**config.mk**
```make
export PLATFORM = sky130hd
export DESIGN_NAME = hlm_regs
export DESIGN_NICKNAME = d
export VERILOG_FILES = /design/src/logic/hlm_pkg.sv /design/src/logic/hlm_slew.sv /design/src/logic/hlm_regs.sv
export SDC_FILE = /design/constraint.sdc
export NUM_CORES = 1
export LEC_CHECK = 0
export BUFFER_PORTS_ARGS = -buffer_cell sky130_fd_sc_hd__buf_4
export CAP_MARGIN = 15
export CORE_ASPECT_RATIO = 0.75
export CORE_MARGIN = 3
export CORE_UTILIZATION = 40
export DETAILED_ROUTE_END_ITERATION = 6
export PLACE_DENSITY = 0.64
export REMOVE_ABC_BUFFERS = 1
export SKIP_CTS_REPAIR_TIMING = 1
export SLEW_MARGIN = 20
export SYNTH_ARGS = -nofsm -noshare
export SYNTH_HDL_FRONTEND = slang
export SYNTH_SLANG_ARGS = --single-unit
export TNS_END_PERCENT = 10
```
**constraint.sdc**
```tcl
create_clock -name clk -period 4.8 [get_ports clk]
set_input_delay 0.72 -clock clk [delete_from_list [all_inputs] [get_ports clk]]
set_output_delay 0.72 -clock clk [all_outputs]
set_load 0.005 [all_outputs]
```
**src/logic/hlm_pkg.sv**
```systemverilog
// Package: register map, field layout, reset values and types of the left headphone mix block
package hlm_pkg;

  // ************************************************************
  // Register offsets on the codec control port
  // ************************************************************
  localparam logic [7:0] HLM_OFS_LINE2_LEFT = 8'h2D;
  localparam logic [7:0] HLM_OFS_PREAMP_LEFT = 8'h2E;
  localparam logic [7:0] HLM_OFS_CONV_LEFT = 8'h2F;
  localparam logic [7:0] HLM_OFS_LINE2_RIGHT = 8'h30;
  localparam logic [7:0] HLM_OFS_PREAMP_RIGHT = 8'h31;
  localparam logic [7:0] HLM_OFS_CONV_RIGHT = 8'h32;
  localparam logic [7:0] HLM_OFS_LEVEL_CTRL = 8'h33;

  // ************************************************************
  // Field positions and widths
  // ************************************************************
  localparam int HLM_NUM_SRC = 6;
  localparam int HLM_ATT_W = 7;
  localparam int HLM_LVL_W = 4;
  localparam int HLM_ROUTE_BIT = 7;
  localparam int HLM_ATT_MSB = 6;
  localparam int HLM_LVL_MSB = 7;
  localparam int HLM_LVL_LSB = 4;
  localparam int HLM_UNMUTE_BIT = 3;
  localparam int HLM_HIZ_BIT = 2;
  localparam int HLM_PEND_BIT = 1;
  localparam int HLM_PWR_BIT = 0;

  // ************************************************************
  // Reset values and codes
  // ************************************************************
  localparam logic [7:0] HLM_SRC_RST = 8'h00;
  localparam logic [7:0] HLM_LVL_RST = 8'h04;
  localparam logic HLM_PEND_RST = 1'h1;
  localparam logic [7:0] HLM_RD_UNMAPPED = 8'h00;
  localparam logic [6:0] HLM_ATT_MUTE_MIN = 7'h76;

  // ************************************************************
  // Gain slew timing: one code step per period
  // ************************************************************
  localparam int HLM_CLK_MHZ = 100;
  localparam int HLM_STEP_TIME_NS = 1000;
  localparam int HLM_STEP_CYCLES = (HLM_STEP_TIME_NS * HLM_CLK_MHZ) / 1000;

  // ************************************************************
  // Types
  // ************************************************************
  typedef enum logic [0:0] {
    HLM_SLEW_IDLE = 1'b0,
    HLM_SLEW_MOVE = 1'b1
  } hlm_slew_st_t;

  typedef struct packed {
    logic [HLM_NUM_SRC-1:0] route_en;
    logic [HLM_NUM_SRC-1:0][HLM_ATT_W-1:0] src_att;
    logic [HLM_NUM_SRC-1:0] src_mute;
    logic [HLM_LVL_W-1:0] level;
    logic unmute;
    logic hiz_pd;
    logic power_up;
  } hlm_analog_t;

  // Attenuation codes from 118 upward select mute
  function automatic logic hlm_att_is_mute(input logic [HLM_ATT_W-1:0] code);
    return code >= HLM_ATT_MUTE_MIN;
  endfunction

endpackage

```
**src/logic/hlm_slew.sv**
```systemverilog
// One gain channel that walks its applied code one step per tick toward its target
`timescale 1ns/10ps
`default_nettype none

module hlm_slew #(
  parameter int W = 7
) (
  // Clock and reset
  input wire logic clk,
  input wire logic rst,
  // Step timing
  input wire logic tick,
  // Programmed and applied code
  input wire logic [W-1:0] target,
  output logic [W-1:0] applied,
  output logic busy
);
  import hlm_pkg::*;

  // ************************************************************
  // Slew state
  // ************************************************************
  hlm_slew_st_t st_r;
  hlm_slew_st_t st_nxt;
  logic [W-1:0] app_r;
  logic [W-1:0] app_nxt;
  wire logic differs = (app_r != target);
  wire logic go_up = (target > app_r);

  // Next state: move while applied differs from target
  always_comb begin
    st_nxt = st_r;
    app_nxt = app_r;
    case (st_r)
      HLM_SLEW_IDLE: begin
        if (differs) begin
          st_nxt = HLM_SLEW_MOVE;
        end
      end
      HLM_SLEW_MOVE: begin
        if (!differs) begin
          st_nxt = HLM_SLEW_IDLE;
        end else if (tick) begin
          app_nxt = go_up ? W'(app_r + 1'b1) : W'(app_r - 1'b1);
        end
      end
      default: st_nxt = HLM_SLEW_IDLE;
    endcase
  end

  // State registers
  always_ff @(posedge clk) begin
    if (rst) begin
      st_r <= HLM_SLEW_IDLE;
      app_r <= '0;
    end else begin
      st_r <= st_nxt;
      app_r <= app_nxt;
    end
  end

  assign applied = app_r;
  assign busy = differs; // Pending until the analog value matches

endmodule // hlm_slew

`default_nettype wire

```
**src/logic/hlm_regs.sv**
```systemverilog
// Left headphone mix control registers with gain slewing toward the analog path
`timescale 1ns/10ps
`default_nettype none

module hlm_regs #(
  parameter int STEP_CYCLES = hlm_pkg::HLM_STEP_CYCLES
) (
  // Clock and reset
  input wire logic clk,
  input wire logic rst,
  // Register port from the control bus decoder
  input wire logic reg_wr,
  input wire logic reg_rd,
  input wire logic [7:0] reg_addr,
  input wire logic [7:0] reg_wdata,
  output logic [7:0] reg_rdata,
  // Settings applied to the analog mixer and driver
  output hlm_pkg::hlm_analog_t analog
);
  import hlm_pkg::*;

  // ************************************************************
  // Address decode
  // ************************************************************
  wire logic hit_l2l = (reg_addr == HLM_OFS_LINE2_LEFT);
  wire logic hit_pgl = (reg_addr == HLM_OFS_PREAMP_LEFT);
  wire logic hit_cvl = (reg_addr == HLM_OFS_CONV_LEFT);
  wire logic hit_l2r = (reg_addr == HLM_OFS_LINE2_RIGHT);
  wire logic hit_pgr = (reg_addr == HLM_OFS_PREAMP_RIGHT);
  wire logic hit_cvr = (reg_addr == HLM_OFS_CONV_RIGHT);
  wire logic hit_lvl = (reg_addr == HLM_OFS_LEVEL_CTRL);
  wire logic [HLM_NUM_SRC-1:0] hit_src = {hit_cvr, hit_pgr, hit_l2r, hit_cvl, hit_pgl, hit_l2l};

  // ************************************************************
  // Source and level registers
  // ************************************************************
  logic [7:0] src_r [0:HLM_NUM_SRC-1];
  logic [7:0] lvl_r;
  logic pend_r;
  logic [7:0] rdata_r;
  hlm_analog_t ana_r;

  // Writes that change a gain field (source attenuation or level boost)
  wire logic [HLM_NUM_SRC-1:0] att_wr;
  wire logic lvl_gain_wr =
    reg_wr && hit_lvl && (reg_wdata[HLM_LVL_MSB:HLM_LVL_LSB] != lvl_r[HLM_LVL_MSB:HLM_LVL_LSB]);

  // Source registers: route bit and 7-bit attenuation, both read-write
  genvar gs;
  generate
    for (gs = 0; gs < HLM_NUM_SRC; gs++) begin : g_src
      assign att_wr[gs] =
        reg_wr && hit_src[gs] && (reg_wdata[HLM_ATT_MSB:0] != src_r[gs][HLM_ATT_MSB:0]);
      always_ff @(posedge clk) begin
        if (rst) begin
          src_r[gs] <= HLM_SRC_RST;
        end else if (reg_wr && hit_src[gs]) begin
          src_r[gs] <= reg_wdata;
        end
      end
    end
  endgenerate

  // Level register: boost, mute, hold mode, power; bit 1 is never stored
  always_ff @(posedge clk) begin
    if (rst) begin
      lvl_r <= HLM_LVL_RST;
    end else if (reg_wr && hit_lvl) begin
      lvl_r <= {reg_wdata[HLM_LVL_MSB:HLM_HIZ_BIT], 1'b0, reg_wdata[HLM_PWR_BIT]};
    end
  end

  // ************************************************************
  // Gain slewing toward the analog path
  // ************************************************************
  localparam int TICK_W = STEP_CYCLES > 1 ? $clog2(STEP_CYCLES) : 1;
  localparam logic [TICK_W-1:0] TICK_LAST = TICK_W'(STEP_CYCLES - 1);
  logic [TICK_W-1:0] tick_cnt_r;
  logic tick_r;

  // Free-running step timer
  always_ff @(posedge clk) begin
    if (rst) begin
      tick_cnt_r <= '0;
      tick_r <= 1'b0;
    end else begin
      tick_r <= (tick_cnt_r == TICK_LAST);
      tick_cnt_r <= (tick_cnt_r == TICK_LAST) ? '0 : TICK_W'(tick_cnt_r + 1'b1);
    end
  end

  logic [HLM_NUM_SRC-1:0][HLM_ATT_W-1:0] att_applied;
  logic [HLM_NUM_SRC-1:0] att_busy;
  logic [HLM_LVL_W-1:0] lvl_applied;
  logic lvl_busy;

  // One slewing channel per source attenuation
  genvar gc;
  generate
    for (gc = 0; gc < HLM_NUM_SRC; gc++) begin : g_slew
      hlm_slew #(
        .W(HLM_ATT_W)
      ) u_att (
        .clk(clk),
        .rst(rst),
        .tick(tick_r),
        .target(src_r[gc][HLM_ATT_MSB:0]),
        .applied(att_applied[gc]),
        .busy(att_busy[gc])
      );
    end
  endgenerate

  // Output boost slews the same way
  hlm_slew #(
    .W(HLM_LVL_W)
  ) u_lvl (
    .clk(clk),
    .rst(rst),
    .tick(tick_r),
    .target(lvl_r[HLM_LVL_MSB:HLM_LVL_LSB]),
    .applied(lvl_applied),
    .busy(lvl_busy)
  );

  // ************************************************************
  // Pending-gain status
  // ************************************************************
  // A new write wins over the channels reporting done in the same cycle
  wire logic pend_set = (|att_wr) || lvl_gain_wr;
  wire logic pend_nxt = pend_set || (|att_busy) || lvl_busy;

  always_ff @(posedge clk) begin
    if (rst) begin
      pend_r <= HLM_PEND_RST;
    end else begin
      pend_r <= pend_nxt;
    end
  end

  // ************************************************************
  // Read-back
  // ************************************************************
  wire logic [7:0] lvl_rd = {lvl_r[HLM_LVL_MSB:HLM_HIZ_BIT], pend_r, lvl_r[HLM_PWR_BIT]};
  logic [7:0] rd_mux;

  // Unmapped offsets read as zero
  assign rd_mux =
    hit_l2l ? src_r[0] :
    hit_pgl ? src_r[1] :
    hit_cvl ? src_r[2] :
    hit_l2r ? src_r[3] :
    hit_pgr ? src_r[4] :
    hit_cvr ? src_r[5] :
    hit_lvl ? lvl_rd :
    HLM_RD_UNMAPPED;

  always_ff @(posedge clk) begin
    if (rst) begin
      rdata_r <= HLM_RD_UNMAPPED;
    end else if (reg_rd) begin
      rdata_r <= rd_mux;
    end
  end

  // ************************************************************
  // Analog settings
  // ************************************************************
  hlm_analog_t ana_nxt;
  logic [HLM_NUM_SRC-1:0] route_nxt;
  logic [HLM_NUM_SRC-1:0] mute_nxt;

  // Route bits and mute decode per source
  always_comb begin
    for (int i = 0; i < HLM_NUM_SRC; i++) begin
      route_nxt[i] = src_r[i][HLM_ROUTE_BIT];
      mute_nxt[i] = hlm_att_is_mute(att_applied[i]);
    end
  end

  // Collect the applied values into the analog control word
  always_comb begin
    ana_nxt.route_en = route_nxt;
    ana_nxt.src_att = att_applied;
    ana_nxt.src_mute = mute_nxt;
    ana_nxt.level = lvl_applied;
    ana_nxt.unmute = lvl_r[HLM_UNMUTE_BIT];
    ana_nxt.hiz_pd = lvl_r[HLM_HIZ_BIT];
    ana_nxt.power_up = lvl_r[HLM_PWR_BIT];
  end

  // Registered drive toward the analog mixer
  always_ff @(posedge clk) begin
    if (rst) begin
      ana_r <= '{
        route_en: '0,
        src_att: '0,
        src_mute: '0,
        level: '0,
        unmute: HLM_LVL_RST[HLM_UNMUTE_BIT],
        hiz_pd: HLM_LVL_RST[HLM_HIZ_BIT],
        power_up: HLM_LVL_RST[HLM_PWR_BIT]
      };
    end else begin
      ana_r <= ana_nxt;
    end
  end

  assign reg_rdata = rdata_r;
  assign analog = ana_r;

endmodule // hlm_regs

`default_nettype wire

```
==> summary.txt <==
Ys flop type: dfxtp_1
Synth cell types: 63
Synth Instances: 1008
Clock Tree Root: clkbuf_16
NumNets Final: 1184
DIE AREA: 26100 µm²
Hold WS: 0.449 ns
Synthesized cell area: 9670 µm²
Synth warn: 0
CTS clk-pin slew, worst paths: 0.08 ns
Kind of critical path: register to register
Status: finished clean
Iteration-0 DRC Markers: 633
Final Skew: 0.0143 ns
Crit. End Element: register
Wirelength, routed: 24000 µm
CP max stage delay: 0.54 ns
I/O Buffers: 88
First-pass GRT wire length: 38600 µm
Sink Count: 186
Critical path, cell by cell: ha_1 -> or4_1 -> o221ai_1 -> ha_1 -> a211oi_1 -> o21bai_1 -> a21oi_1 -> xor2_1 -> or4_1 -> nand2_1
CTS tree: done
Tcrit/Tclk final: 0.712
CP Launch Type: register
CP arrival: 3.81 ns
Total power density per cell area: 306 nW/µm²
Area grow syn2layout: 15.2%
Crit-path max FO: 6
Vias post-DR: 7372
Routability cong.: 0.854
Register-to-Register Path Depth: 10
Final Max Slew Viols: 0
Die width: 186 µm
Insertion delay to the later sink of the worst-skew pair: 0.45 ns
Worst EP required: 5.19 ns
Max_cap viols: 0
Core ar.: 23400 µm²
Die H: 141 µm
Slew margin rel.: 0.303
Filler cells: 2196
DR WL/cell: 17.3 µm
RSZ-0062 raised after global routing: no
Io pins: 89
Hold crit path type: register to register
Initial antenna violation count: 0
Static leakage: 4.60 nW
F_max: 0.293 GHz
Sequential share of the synthesized area: 0.435
Syn avg cell area: 9.59 µm²
Diode count: 0
Largest net degree at the start of global routing: 63
Clock Tree Buf Depth: 2
CTS H-tree depth: 4
Antenna viol nets, final: 0
Fin crit period: 3.42 ns
GRT Total Usage: 0.189
Initial core utilization: 0.414
Vias in the first global route: 7069
Slowest CP cell: or4_1
Hold Vio Cnt, Final: 0
Inserted Clock Buffers: 17
Drt drc: 0
Setup TNS: 0 ns
Final core occ: 0.477
FP Rows: 48
VDD IR max: 0.267 mV
DP HPWL: 17300 µm
Remaining Overflow, GRT: 0
Synth Register Bits: 186
Detailed Routing Iterations Pass 1: 5
Share of cells above drive strength 1: 0.135
Detail-routed via count per cell: 5.32
Number of flops mapped to enable cells by yosys: 48
Hold-critical path depth: 1
Async S/R FF share, synth: 0
Worst Max-Slew Pin Slew: 1.04 ns
Setup Viol. Count Final: 0
-- through the flow --
stage / setup WS, ns / total power, mW / instances / area, µm²
final: 1.38 / 3.40 / 1387 / 11100
after CTS: 1.41 / 3.43 / 1387 / 11100
after floorplan: 1.75 / 1.86 / 966 / 9490
after global routing: 1.10 / 3.54 / 1387 / 11100
after detailed placement: 1.45 / 1.98 / 1356 / 10500
after global placement: 1.55 / 1.98 / 1356 / 10500
-- cell usage after synthesis (8+ instances only) --
cell,instances,share of area
a211oi_1,20,0.016
a21o_1,17,0.013
a21oi_1,57,0.030
a221oi_1,11,0.010
a22o_1,10,0.0091
and2_1,48,0.031
buf_2,11,0.0057
clkbuf_1,24,0.0093
dfxtp_1,138,0.29
edfxtp_1,48,0.15
ha_1,82,0.11
inv_1,50,0.019
mux2i_1,8,0.0083
nand2_1,44,0.017
nand2b_1,10,0.0065
nand3_1,12,0.0062
nand4_1,15,0.0097
nor2_1,143,0.056
nor2b_1,24,0.016
nor3_1,14,0.0072
nor4_1,8,0.0052
o21ai_0,40,0.021
or4_1,8,0.0062
xnor2_1,22,0.020
xor2_1,59,0.053
-- path summary, 6_finish.rpt --
check,slack [ns],endpoint,startpoint
setup reg to reg,1.38,g_slew[4].u_att.applied[6],src_r[4][5]
hold reg to reg,0.45,tick_cnt_r[0],tick_cnt_r[0]
setup / recovery,1.38,g_slew[4].u_att.applied[6],src_r[4][5]
hold / removal,0.45,tick_cnt_r[0],tick_cnt_r[0]
-- critical path, delay by kind of cell, from the launching register on --
kind / cells / cell delay (ns)
adder cells (fa/ha/maj): 2 / 0.63
AND/OR/NAND/NOR: 3 / 1.05
XOR/XNOR: 1 / 0.09
flip-flops: 1 / 0.43
AO/OA/AOI/OAI: 4 / 1.16
-- registers in the layout (all words and copies together), names as in the netlist --
register	count
analog	61
src_r	48
g_slew.u_att.applied	42
reg_rdata	8
lvl_r	7
tick_cnt_r	7
g_slew.u_att.st_r	6
u_lvl.applied	4
pend_r	1
tick_r	1
u_lvl.st_r	1
-- per-layer routing --
| layer | track usage | routed length (µm) | vias to the layer above |
|---|---|---|---|
| met2 | 0.274 | 10100 | 202 |
| li1 | - | - | 3676 |
| met1 | 0.283 | 12100 | 3466 |
| met3 | 0.0508 | 1550 | 28 |
| met4 | 0.0391 | 261 | 0 |
| met5 | 0 | 0 | - |
-- cells in the final DEF, fill, tap and decap left out, types with 18 or more instances in the layout --
cell	n
nor2_1	143
dfxtp_1	138
buf_4	90
ha_1	82
xor2_1	59
a21oi_1	57
inv_1	50
and2_1	48
edfxtp_1	48
nand2_1	44
o21ai_0	40
nor2b_1	24
xnor2_1	22
a211oi_1	20
clkbuf_16	18
-- cells by family after synthesis --
| group | after synthesis | synth area share |
|---|---|---|
| AO/OA/AOI/OAI | 187 | 0.126 |
| XOR/XNOR | 81 | 0.0734 |
| adder cells (fa/ha/maj) | 89 | 0.121 |
| buffers and inverters | 93 | 0.0387 |
| flip-flops | 186 | 0.435 |
| multiplexers | 13 | 0.0188 |
| AND/OR/NAND/NOR | 359 | 0.188 |
-- report_power, final --
group,switching [mW],leakage (nW),internal [mW]
clock,0.686,0.298,0.769
combinational,0.165,2.73,0.112
sequential,0.0341,1.57,1.64
total,0.885,4.60,2.52
-- layout make-up --
class | count | area (µm²) | area share
well taps | 300 | 375 | 0.0337
multi-input cells | 729 | 5090 | 0.457
clock inverters | 13 | 148 | 0.0133
repair buffers | 90 | 676 | 0.0607
flip-flops and latches | 186 | 4200 | 0.378
inverters | 51 | 191 | 0.0172
clock buffers | 18 | 450 | 0.0405
(Power assumes the default switching activity.)
